===== src/mhp_pkg.sv =====
// package: constants and types for the mac header field parser
package mhp_pkg;
  // addressing mode encodings
  localparam logic [1:0] MHP_AM_NONE  = 2'h0;
  localparam logic [1:0] MHP_AM_RSVD  = 2'h1;
  localparam logic [1:0] MHP_AM_SHORT = 2'h2;
  localparam logic [1:0] MHP_AM_EXT   = 2'h3;
  // frame control field bit positions
  localparam int MHP_FC_SEC    = 3;
  localparam int MHP_FC_PANC   = 6;
  localparam int MHP_FC_DAM_LO = 10;
  localparam int MHP_FC_VER_LO = 12;
  localparam int MHP_FC_SAM_LO = 14;
  // field lengths in octets
  localparam logic [3:0] MHP_LEN_PAN   = 4'h2;
  localparam logic [3:0] MHP_LEN_SHORT = 4'h2;
  localparam logic [3:0] MHP_LEN_EXT   = 4'h8;
  localparam logic [3:0] MHP_LEN_FCS   = 4'h2;
  // security header length, a plain default
  localparam logic [3:0] MHP_LEN_AUX   = 4'h5;
  // reset values and fifo depth
  localparam logic [15:0] MHP_FC_RST   = 16'h0000;
  localparam logic [7:0]  MHP_SEQ_RST  = 8'h00;
  localparam logic [3:0]  MHP_VPOL_RST = 4'h3;
  localparam int          MHP_FIFO_DEPTH = 8;

  // parser states, one-hot
  typedef enum logic [7:0] {
    MHP_IDLE = 8'h01,
    MHP_FC   = 8'h02,
    MHP_SEQ  = 8'h04,
    MHP_DST  = 8'h08,
    MHP_SRC  = 8'h10,
    MHP_AUX  = 8'h20,
    MHP_PAY  = 8'h40,
    MHP_DONE = 8'h80
  } mhp_state_t;

  // octets taken by one addressing field
  function automatic logic [3:0] mhp_addr_len(input logic [1:0] am,
                                              input logic       pan);
    logic [3:0] a;
    a = (am == MHP_AM_EXT)   ? MHP_LEN_EXT :
        (am == MHP_AM_SHORT) ? MHP_LEN_SHORT : 4'h0;
    mhp_addr_len = (a != 4'h0 && pan) ? 4'(a + MHP_LEN_PAN) : a;
  endfunction : mhp_addr_len
endpackage : mhp_pkg


===== src/mhp_fifo.sv =====
// file: small valid/ready fifo for received octets
`timescale 1ns/10ps
module mhp_fifo #(
  parameter int WIDTH = 9,
  parameter int DEPTH = 8
) (
  // clock and reset
  input  wire logic             core_clk,
  input  wire logic             rst_b,
  // write side
  input  wire logic             in_valid,
  output logic                  in_ready,
  input  wire logic [WIDTH-1:0] in_data,
  // read side
  output logic                  out_valid,
  input  wire logic             out_ready,
  output logic      [WIDTH-1:0] out_data
);
  localparam int AW = $clog2(DEPTH);
  logic [WIDTH-1:0] mem_r [DEPTH];
  logic [AW-1:0]    wp_r;
  logic [AW-1:0]    rp_r;
  logic [AW:0]      cnt_r;
  wire              wr_en;
  wire              rd_en;

  // honest full and empty
  assign in_ready  = (cnt_r != (AW+1)'(DEPTH));
  assign out_valid = (cnt_r != '0);
  assign wr_en     = in_valid & in_ready;
  assign rd_en     = out_valid & out_ready;
  assign out_data  = mem_r[rp_r];

  // storage
  always_ff @(posedge core_clk)
  begin
    if (wr_en)
      mem_r[wp_r] <= in_data;
  end

  // pointers and fill count
  always_ff @(posedge core_clk or negedge rst_b)
  begin
    if (!rst_b)
    begin
      wp_r  <= '0;
      rp_r  <= '0;
      cnt_r <= '0;
    end
    else
    begin
      if (wr_en)
        wp_r <= (wp_r == AW'(DEPTH-1)) ? '0 : AW'(wp_r + 1'b1);
      if (rd_en)
        rp_r <= (rp_r == AW'(DEPTH-1)) ? '0 : AW'(rp_r + 1'b1);
      cnt_r <= (AW+1)'(cnt_r + {{AW{1'b0}}, wr_en}
                             - {{AW{1'b0}}, rd_en});
    end
  end
endmodule : mhp_fifo


===== src/mhp_parser.sv =====
// file: mac header field parser for received frames
// Overview of operation
// mode 2 short address, 3 extended
// mode 0 absent, mode 1 reserved
// destination PAN id precedes its address
// frame version from control bits 13:12
// ack decision from version and policy
// source mode from control bits 15:14
// octet after control field is sequence
// ack copies the received sequence number
// destination field before source field
// compression drops source PAN when both present
// aux security header only when secured
// last two octets are the checksum
// forward filter bits of the control field
// secure flag with version names format
// transmitter omits both addresses only in acks
// destination mode from control bits 11:10
// control bit 3 is security flag
// control bit 6 is PAN compression
// field offsets tracked as octets arrive
`timescale 1ns/10ps
module mhp_parser #(
  parameter int DEPTH = mhp_pkg::MHP_FIFO_DEPTH
) (
  // clock and reset
  input  wire logic        core_clk,
  input  wire logic        rst_b,
  // received octet stream, last marks the final octet
  input  wire logic        rx_valid,
  output logic             rx_ready,
  input  wire logic [7:0]  rx_data,
  input  wire logic        rx_last,
  // configuration
  input  wire logic        auto_ack_receive_state,
  input  wire logic [3:0]  ack_version_policy,
  input  wire logic [7:0]  frame_len,
  // decoded header
  output logic             hdr_valid,
  output logic [15:0]      frame_ctrl,
  output logic [7:0]       seq_num,
  output logic [1:0]       dst_mode,
  output logic [1:0]       src_mode,
  output logic [1:0]       frame_ver,
  output logic             dst_present,
  output logic             src_present,
  output logic             src_pan_present,
  output logic             addr_mode_rsvd,
  output logic             ver_rsvd,
  output logic             sec_2006,
  output logic             sec_2003,
  output logic [10:0]      filter_bits,
  output logic [7:0]       dst_off,
  output logic [7:0]       src_off,
  output logic [7:0]       aux_off,
  output logic [7:0]       pay_off,
  output logic [7:0]       fcs_off,
  // acknowledgement request
  output logic             ack_allow,
  output logic [7:0]       ack_seq
);
  import mhp_pkg::*;

  mhp_state_t   st_r, st_nxt;
  logic [15:0]  fc_r;
  logic [7:0]   seq_r;
  logic [7:0]   pos_r;
  logic [3:0]   left_r;
  logic [7:0]   doff_r, soff_r, aoff_r, poff_r, foff_r;
  logic         hv_r;
  logic         ack_r;
  wire          f_valid;
  wire          f_ready;
  wire  [8:0]   f_data;
  wire          take;
  wire  [7:0]   byt;
  wire  [1:0]   dam, sam, ver;
  wire          sec, panc;
  wire  [3:0]   dlen, slen, alen;
  wire          fld_end;

  // octet buffer ahead of the parser; it drains every cycle it holds data, except while the parser is in MHP_DONE
  mhp_fifo #(.WIDTH(9), .DEPTH(DEPTH)) u_fifo (
    .core_clk  (core_clk),
    .rst_b     (rst_b),
    .in_valid  (rx_valid),
    .in_ready  (rx_ready),
    .in_data   ({rx_last, rx_data}),
    .out_valid (f_valid),
    .out_ready (f_ready),
    .out_data  (f_data)
  );
  assign f_ready = (st_r != MHP_DONE);
  assign take    = f_valid & f_ready;
  assign byt     = f_data[7:0];

  // control field decode
  assign dam  = fc_r[MHP_FC_DAM_LO +: 2];
  assign sam  = fc_r[MHP_FC_SAM_LO +: 2];
  assign ver  = fc_r[MHP_FC_VER_LO +: 2];
  assign sec  = fc_r[MHP_FC_SEC];
  assign panc = fc_r[MHP_FC_PANC];
  // field lengths: PAN id first, compressed when both present
  assign dlen = mhp_addr_len(dam, 1'b1);
  assign slen = mhp_addr_len(sam,
                  !(panc && dlen != 4'h0 && sam[1]));
  assign alen = sec ? MHP_LEN_AUX : 4'h0;
  assign fld_end = (left_r == 4'h1);

  // next state: control, sequence, dest, source, aux, payload
  always_comb
  begin
    st_nxt = st_r;
    unique case (st_r)
      MHP_IDLE: if (take) st_nxt = MHP_FC;
      MHP_FC:   if (take) st_nxt = MHP_SEQ;
      MHP_SEQ:  if (take) st_nxt = (dlen != 4'h0) ? MHP_DST :
                                   (slen != 4'h0) ? MHP_SRC :
                                   (alen != 4'h0) ? MHP_AUX : MHP_PAY;
      MHP_DST:  if (take && fld_end)
                  st_nxt = (slen != 4'h0) ? MHP_SRC :
                           (alen != 4'h0) ? MHP_AUX : MHP_PAY;
      MHP_SRC:  if (take && fld_end)
                  st_nxt = (alen != 4'h0) ? MHP_AUX : MHP_PAY;
      MHP_AUX:  if (take && fld_end) st_nxt = MHP_PAY;
      MHP_PAY:  ;
      MHP_DONE: st_nxt = MHP_IDLE;
      default:  st_nxt = MHP_IDLE;
    endcase
    if (take && f_data[8])
      st_nxt = MHP_DONE;
  end

  // state, octet position and field countdown
  always_ff @(posedge core_clk or negedge rst_b)
  begin
    if (!rst_b)
    begin
      st_r   <= MHP_IDLE;
      pos_r  <= 8'h00;
      left_r <= 4'h0;
    end
    else
    begin
      st_r  <= st_nxt;
      if (st_nxt == MHP_IDLE)
        pos_r <= 8'h00;
      else if (take)
        pos_r <= 8'(pos_r + 8'h01);
      if (st_nxt == MHP_IDLE)
        left_r <= 4'h0;                    // no stale countdown
      else if (take)
        left_r <= (st_nxt == MHP_DST && st_r != MHP_DST) ? dlen :
                  (st_nxt == MHP_SRC && st_r != MHP_SRC) ? slen :
                  (st_nxt == MHP_AUX && st_r != MHP_AUX) ? alen :
                  (left_r != 4'h0) ? 4'(left_r - 4'h1) : 4'h0;
    end
  end

  // capture control field and sequence number
  always_ff @(posedge core_clk or negedge rst_b)
  begin
    if (!rst_b)
    begin
      fc_r  <= MHP_FC_RST;
      seq_r <= MHP_SEQ_RST;
    end
    else
    begin
      if (take && st_r == MHP_IDLE)
        fc_r[7:0] <= byt;
      if (take && st_r == MHP_FC)
        fc_r[15:8] <= byt;
      if (take && st_r == MHP_SEQ)
        seq_r <= byt;
    end
  end

  // field offsets computed as octets arrive
  always_ff @(posedge core_clk or negedge rst_b)
  begin
    if (!rst_b)
    begin
      doff_r <= 8'h00;
      soff_r <= 8'h00;
      aoff_r <= 8'h00;
      poff_r <= 8'h00;
      foff_r <= 8'h00;
    end
    else if (take && st_r == MHP_SEQ)
    begin
      doff_r <= 8'(pos_r + 8'h01);
      soff_r <= 8'(pos_r + 8'h01 + dlen);
      aoff_r <= 8'(pos_r + 8'h01 + dlen + slen);
      poff_r <= 8'(pos_r + 8'h01 + dlen + slen + alen);
      foff_r <= 8'(frame_len - {4'h0, MHP_LEN_FCS});
    end
  end

  // header valid once the payload starts, held to frame end
  always_ff @(posedge core_clk or negedge rst_b)
  begin
    if (!rst_b)
    begin
      hv_r  <= 1'b0;
      ack_r <= 1'b0;
    end
    else
    begin
      if (st_r == MHP_DONE || (take && st_r == MHP_IDLE))
        hv_r <= 1'b0;
      else if (st_nxt == MHP_PAY && st_r != MHP_PAY)
        hv_r <= 1'b1;
      // policy bit per version enables acknowledgement
      ack_r <= auto_ack_receive_state
             & ack_version_policy[ver];
    end
  end

  // outputs
  assign hdr_valid       = hv_r;
  assign frame_ctrl      = fc_r;
  assign seq_num         = seq_r;
  assign dst_mode        = dam;
  assign src_mode        = sam;
  assign frame_ver       = ver;
  assign dst_present     = dam[1];
  assign src_present     = sam[1];
  assign src_pan_present = sam[1] & ~(panc & dam[1]);
  assign addr_mode_rsvd  = (dam == MHP_AM_RSVD) |
                           (sam == MHP_AM_RSVD);
  assign ver_rsvd        = ver[1];
  assign sec_2006        = sec & (ver == 2'h1);
  assign sec_2003        = sec & (ver == 2'h0);
  assign filter_bits     = {fc_r[15:10], fc_r[6],
                            fc_r[3], fc_r[2:0]};
  assign dst_off         = doff_r;
  assign src_off         = soff_r;
  assign aux_off         = aoff_r;
  assign pay_off         = poff_r;
  assign fcs_off         = foff_r;
  assign ack_allow       = ack_r & hv_r;
  assign ack_seq         = seq_r;
endmodule : mhp_parser


===== config.mk =====
export PLATFORM = sky130hd
export DESIGN_NAME = mhp_parser
export DESIGN_NICKNAME = d
export VERILOG_FILES = /design/src/mhp_pkg.sv /design/src/mhp_fifo.sv /design/src/mhp_parser.sv
export SDC_FILE = /design/constraint.sdc
export NUM_CORES = 1
export LEC_CHECK = 0
export BUFFER_PORTS_ARGS = -buffer_cell sky130_fd_sc_hd__buf_2
export CORE_MARGIN = 2
export CORE_UTILIZATION = 35
export CTS_CLUSTER_DIAMETER = 100
export DETAILED_ROUTE_END_ITERATION = 7
export GPL_TIMING_DRIVEN = 0
export PLACE_DENSITY_LB_ADDON = 0.2
export SKIP_CTS_REPAIR_TIMING = 1
export SYNTH_ARGS = -nofsm -noshare
export SYNTH_HDL_FRONTEND = slang
export SYNTH_HIERARCHICAL = 1
export SYNTH_SLANG_ARGS = --single-unit

===== constraint.sdc =====
create_clock -name core_clk -period 5.5 [get_ports core_clk]
set_input_delay 0.275 -clock core_clk [delete_from_list [all_inputs] [get_ports core_clk]]
set_output_delay 0.275 -clock core_clk [all_outputs]
set_load 0.01 [all_outputs]

==> impl_metrics.env <==
export IMPL_syn_avg_cell_area_um2=12.2
export IMPL_cts_root_buf="clkbuf_16"
export IMPL_cp_arrival_ns=4.23
export IMPL_status="finished, final reports clean"
export IMPL_drive_above_1_share_pct=30.7
export IMPL_period_share_pct=71.5
export IMPL_grt_pass1_vias=5186
export IMPL_whs_ns=0.0436
export IMPL_slew_viol_final=0
export IMPL_drc=0
export IMPL_insertedDiodeCount=0
export IMPL_cts_made_buffers=17
export IMPL_finalCriticalPeriod_ns=3.93
export IMPL_grt_ovfl_total=0
export IMPL_ir_worst_vdd_uv=248
export IMPL_path_class="flip-flop to flip-flop"
export IMPL_slowest_stage="fa_1"
export IMPL_cp_start_kind="flip-flop"
export IMPL_tightestPinTransition_ns=1.04
export IMPL_hpwl_mm=13.2
export IMPL_critical_path_endpoint_type="flip-flop"
export IMPL_start_util_pct=35.6
export IMPL_nNetsFinal=856
export IMPL_wirelength_mm=18.4
export IMPL_timing_final_ws_setup_ns=1.57
export IMPL_cts_tree="done"
export IMPL_synth_nets=709
export IMPL_hold_path_class="input pin to flip-flop"
export IMPL_antenna_found_initial=0
export IMPL_stdcell_count=1103
export IMPL_clkLatencyLatePin_ns=0.42
export IMPL_placementRows=55
export IMPL_grt_usage_pct=15.8
export IMPL_die_w_um=156
export IMPL_cts_htree_levels=4
export IMPL_ioPinCount=124
export IMPL_power_leakage_nw=4.38
export IMPL_synth_cell_types=58
export IMPL_drt_pass1_iter_count=4
export IMPL_netlist_area_mm2=0.00804
export IMPL_dp_cells=1071
export IMPL_clock_skew_ns=0.0144
export IMPL_clk_pin_slew_ns=0.07
export IMPL_ys_flop_type="dfrtp_1"
export IMPL_core_area_mm2=0.0226
export IMPL_power_density_mw_per_mm2=510
export IMPL_path_max_fanout=10
export IMPL_drt_initial_drc_count=292
export IMPL_fillCellCount=2115
export IMPL_detail_route_antenna_nets=0
export IMPL_synth_edf_count=72
export IMPL_wl_per_cell_um=16.7
export IMPL_dp_slack_ns=1.50
export IMPL_required_ns=5.79
export IMPL_vias=5349
export IMPL_finalHoldViolCount=0
export IMPL_ys_warn_count=6
export IMPL_max_slew_margin_rel_pct=30.4
export IMPL_cts_sinks=166
export IMPL_grt_pass1_wl_mm=29.2
export IMPL_portBuffers=123
export IMPL_viasPerCell=4.85
export IMPL_rsz0062_at_grt="no"
export IMPL_dieArea_mm2=0.0242
export IMPL_multi_input_area_mm2=0.00311
export IMPL_setup_viol=0
export IMPL_cts_buffer_depth=2
export IMPL_timing_fmax_mhz=254
export IMPL_path_cells="buf_2 > nor2b_1 > inv_1 > fa_1 > inv_1 > ha_1 > a21o_1 > a21oi_1 > xor2_1 > nor3b_1 > o211ai_1 > xor2_1 > o21ai_0"
export IMPL_post_route_util_pct=42.8
export IMPL_syn_to_final_growth_pct=20.0
export IMPL_synth_seq_area_share_pct=56.1
export IMPL_drv_cap=0
export IMPL_async_reset_ff_share_pct=56.6
export IMPL_seqCellArea_mm2=0.00452
export IMPL_slowest_delay_ns=0.62
export IMPL_tns_ns=0
export IMPL_die_h_um=156
export IMPL_gp_congestion=0.786
export IMPL_syn_inst=659
export IMPL_grt_max_degree=55
export IMPL_ys_seq_elements=166
## metal layers
layer | wire [µm] | vias up | global-route usage, %
met5 | 0 | - | 0
met4 | 219 | 0 | 4.28
met3 | 624 | 14 | 2.94
met2 | 8950 | 108 | 25.7
met1 | 8600 | 2618 | 21.8
li1 | - | 2609 | -
## final timing paths
check	startpoint	endpoint	slack [ns]	cells after the start
min in group asynchronous	rst_b	st_r[2]	0.46	2
hold / removal	frame_len[0]	fcs_off[0]	0.04	3
setup / recovery	frame_ctrl[11]	pay_off[7]	1.57	13
hold reg to reg	aux_off[7]	aux_off[7]	0.47	2
max in group asynchronous	rst_b	pay_off[0]	4.35	3
setup reg to reg	frame_ctrl[11]	pay_off[7]	1.57	13
## where the power goes
group	internal, W	leakage, nW	switching (W)
Clock	0.000625	0.263	0.000498
Combinational	0.000946	2.25	0.00107
Sequential	0.00157	1.87	0.000211
## placed cells by master (no fill, tap or decap), drive strengths merged, types with 3 or more instances in the layout
cell type | synthesis | layout
buf | 44 | 171
nand2 | 102 | 102
dfrtp | 93 | 93
edfxtp | 72 | 72
nor2 | 42 | 42
mux2 | 35 | 35
o21ai | 33 | 33
clkbuf | 13 | 31
inv | 22 | 26
ha | 22 | 22
xnor2 | 21 | 21
mux4 | 19 | 19
xor2 | 18 | 18
nor3 | 15 | 15
nand3 | 11 | 11
a21oi | 10 | 10
nor2b | 7 | 7
a31oi | 6 | 6
o211ai | 6 | 6
nand2b | 5 | 5
and3 | 5 | 5
clkinv | 0 | 5
mux2i | 4 | 4
and2 | 4 | 4
a21o | 4 | 4
nor3b | 4 | 4
or3 | 4 | 4
nor4 | 4 | 4
a22oi | 3 | 3
fa | 3 | 3
clkinvlp | 0 | 3
o22ai | 3 | 3
## critical path: cells and delay by family (launching register included)
kind | cells | cell delay (ns)
simple gates | 2 | 0.67
buf+inv | 3 | 0.45
flops | 1 | 0.45
compound gates | 4 | 0.79
fa+ha+maj | 2 | 0.89
xor+xnor | 2 | 0.57
## state kept, by name (all words and copies together), names as in the netlist
register      cells
u_fifo/mem_r     72
hdr_valid         1
left_r            4
aux_off           7
u_fifo/rp_r       3
st_r              8
pay_off           8
u_fifo/wp_r       3
pos_r             8
src_off           7
fcs_off           8
frame_ctrl       16
ack_r             1
ack_seq           8
dst_off           8
u_fifo/cnt_r      4
## logic make-up (layout without fill, tap and decap cells)
logic type               after synthesis  after routing  synth area share (%)
AND/OR/NAND/NOR                      219            219                  12.9
AO/OA/AOI/OAI                         73             73                  5.55
buffers and inverters                 79            238                  5.52
XOR/XNOR                              39             39                  4.25
multiplexers                          58             58                  11.5
adder cells (fa/ha/maj)               25             25                  4.17
flip-flops                           166            166                  56.1
## stage by stage
stage          cell area (µm²)  power (W)
6_report                  9650    0.00492
5_1_grt                   9650    0.00528
4_1_cts                   9640    0.00499
3_5_place_dp              9090    0.00385
3_3_place_gp              9010    0.00380
2_1_floorplan             8040    0.00314
## synthesized netlist by cell type, types with 3 or more instances
| cell | count | area, µm² |
|---|---|---|
| mux2i_1 | 4 | 40.0 |
| nand2_1 | 101 | 379 |
| nor2_1 | 42 | 158 |
| a22oi_1 | 3 | 22.5 |
| nand3_1 | 11 | 55.1 |
| buf_6 | 3 | 33.8 |
| nor3b_1 | 4 | 30.0 |
| dfrtp_1 | 93 | 2330 |
| xor2_1 | 18 | 158 |
| clkbuf_1 | 13 | 48.8 |
| mux4_1 | 17 | 447 |
| inv_1 | 22 | 82.6 |
| ha_1 | 22 | 275 |
| a21oi_1 | 10 | 50.1 |
| a31oi_1 | 6 | 37.5 |
| nor3_1 | 15 | 75.1 |
| and3_1 | 5 | 31.3 |
| buf_4 | 30 | 225 |
| nand2b_1 | 5 | 31.3 |
| and2_1 | 4 | 25.0 |
| or3_1 | 3 | 18.8 |
| mux2_2 | 35 | 394 |
| nor2b_1 | 7 | 43.8 |
| a21o_1 | 4 | 30.0 |
| fa_1 | 3 | 60.1 |
| nor4_1 | 3 | 18.8 |
| o211ai_1 | 6 | 45.0 |
| o21ai_0 | 32 | 160 |
| xnor2_1 | 21 | 184 |
| buf_2 | 10 | 50.1 |
| edfxtp_1 | 72 | 2160 |
## layout make-up
type | count | area share, %
Multi-Input combinational cell | 414 | 32.2
Sequential cell | 166 | 46.8
Timing Repair Buffer | 128 | 7.02
Tap cell | 285 | 3.69
Clock inverter | 13 | 1.26
Clock buffer | 18 | 4.45
Inverter | 22 | 0.855
Buffer | 57 | 3.75
Power figures use the tool's default switching activity.
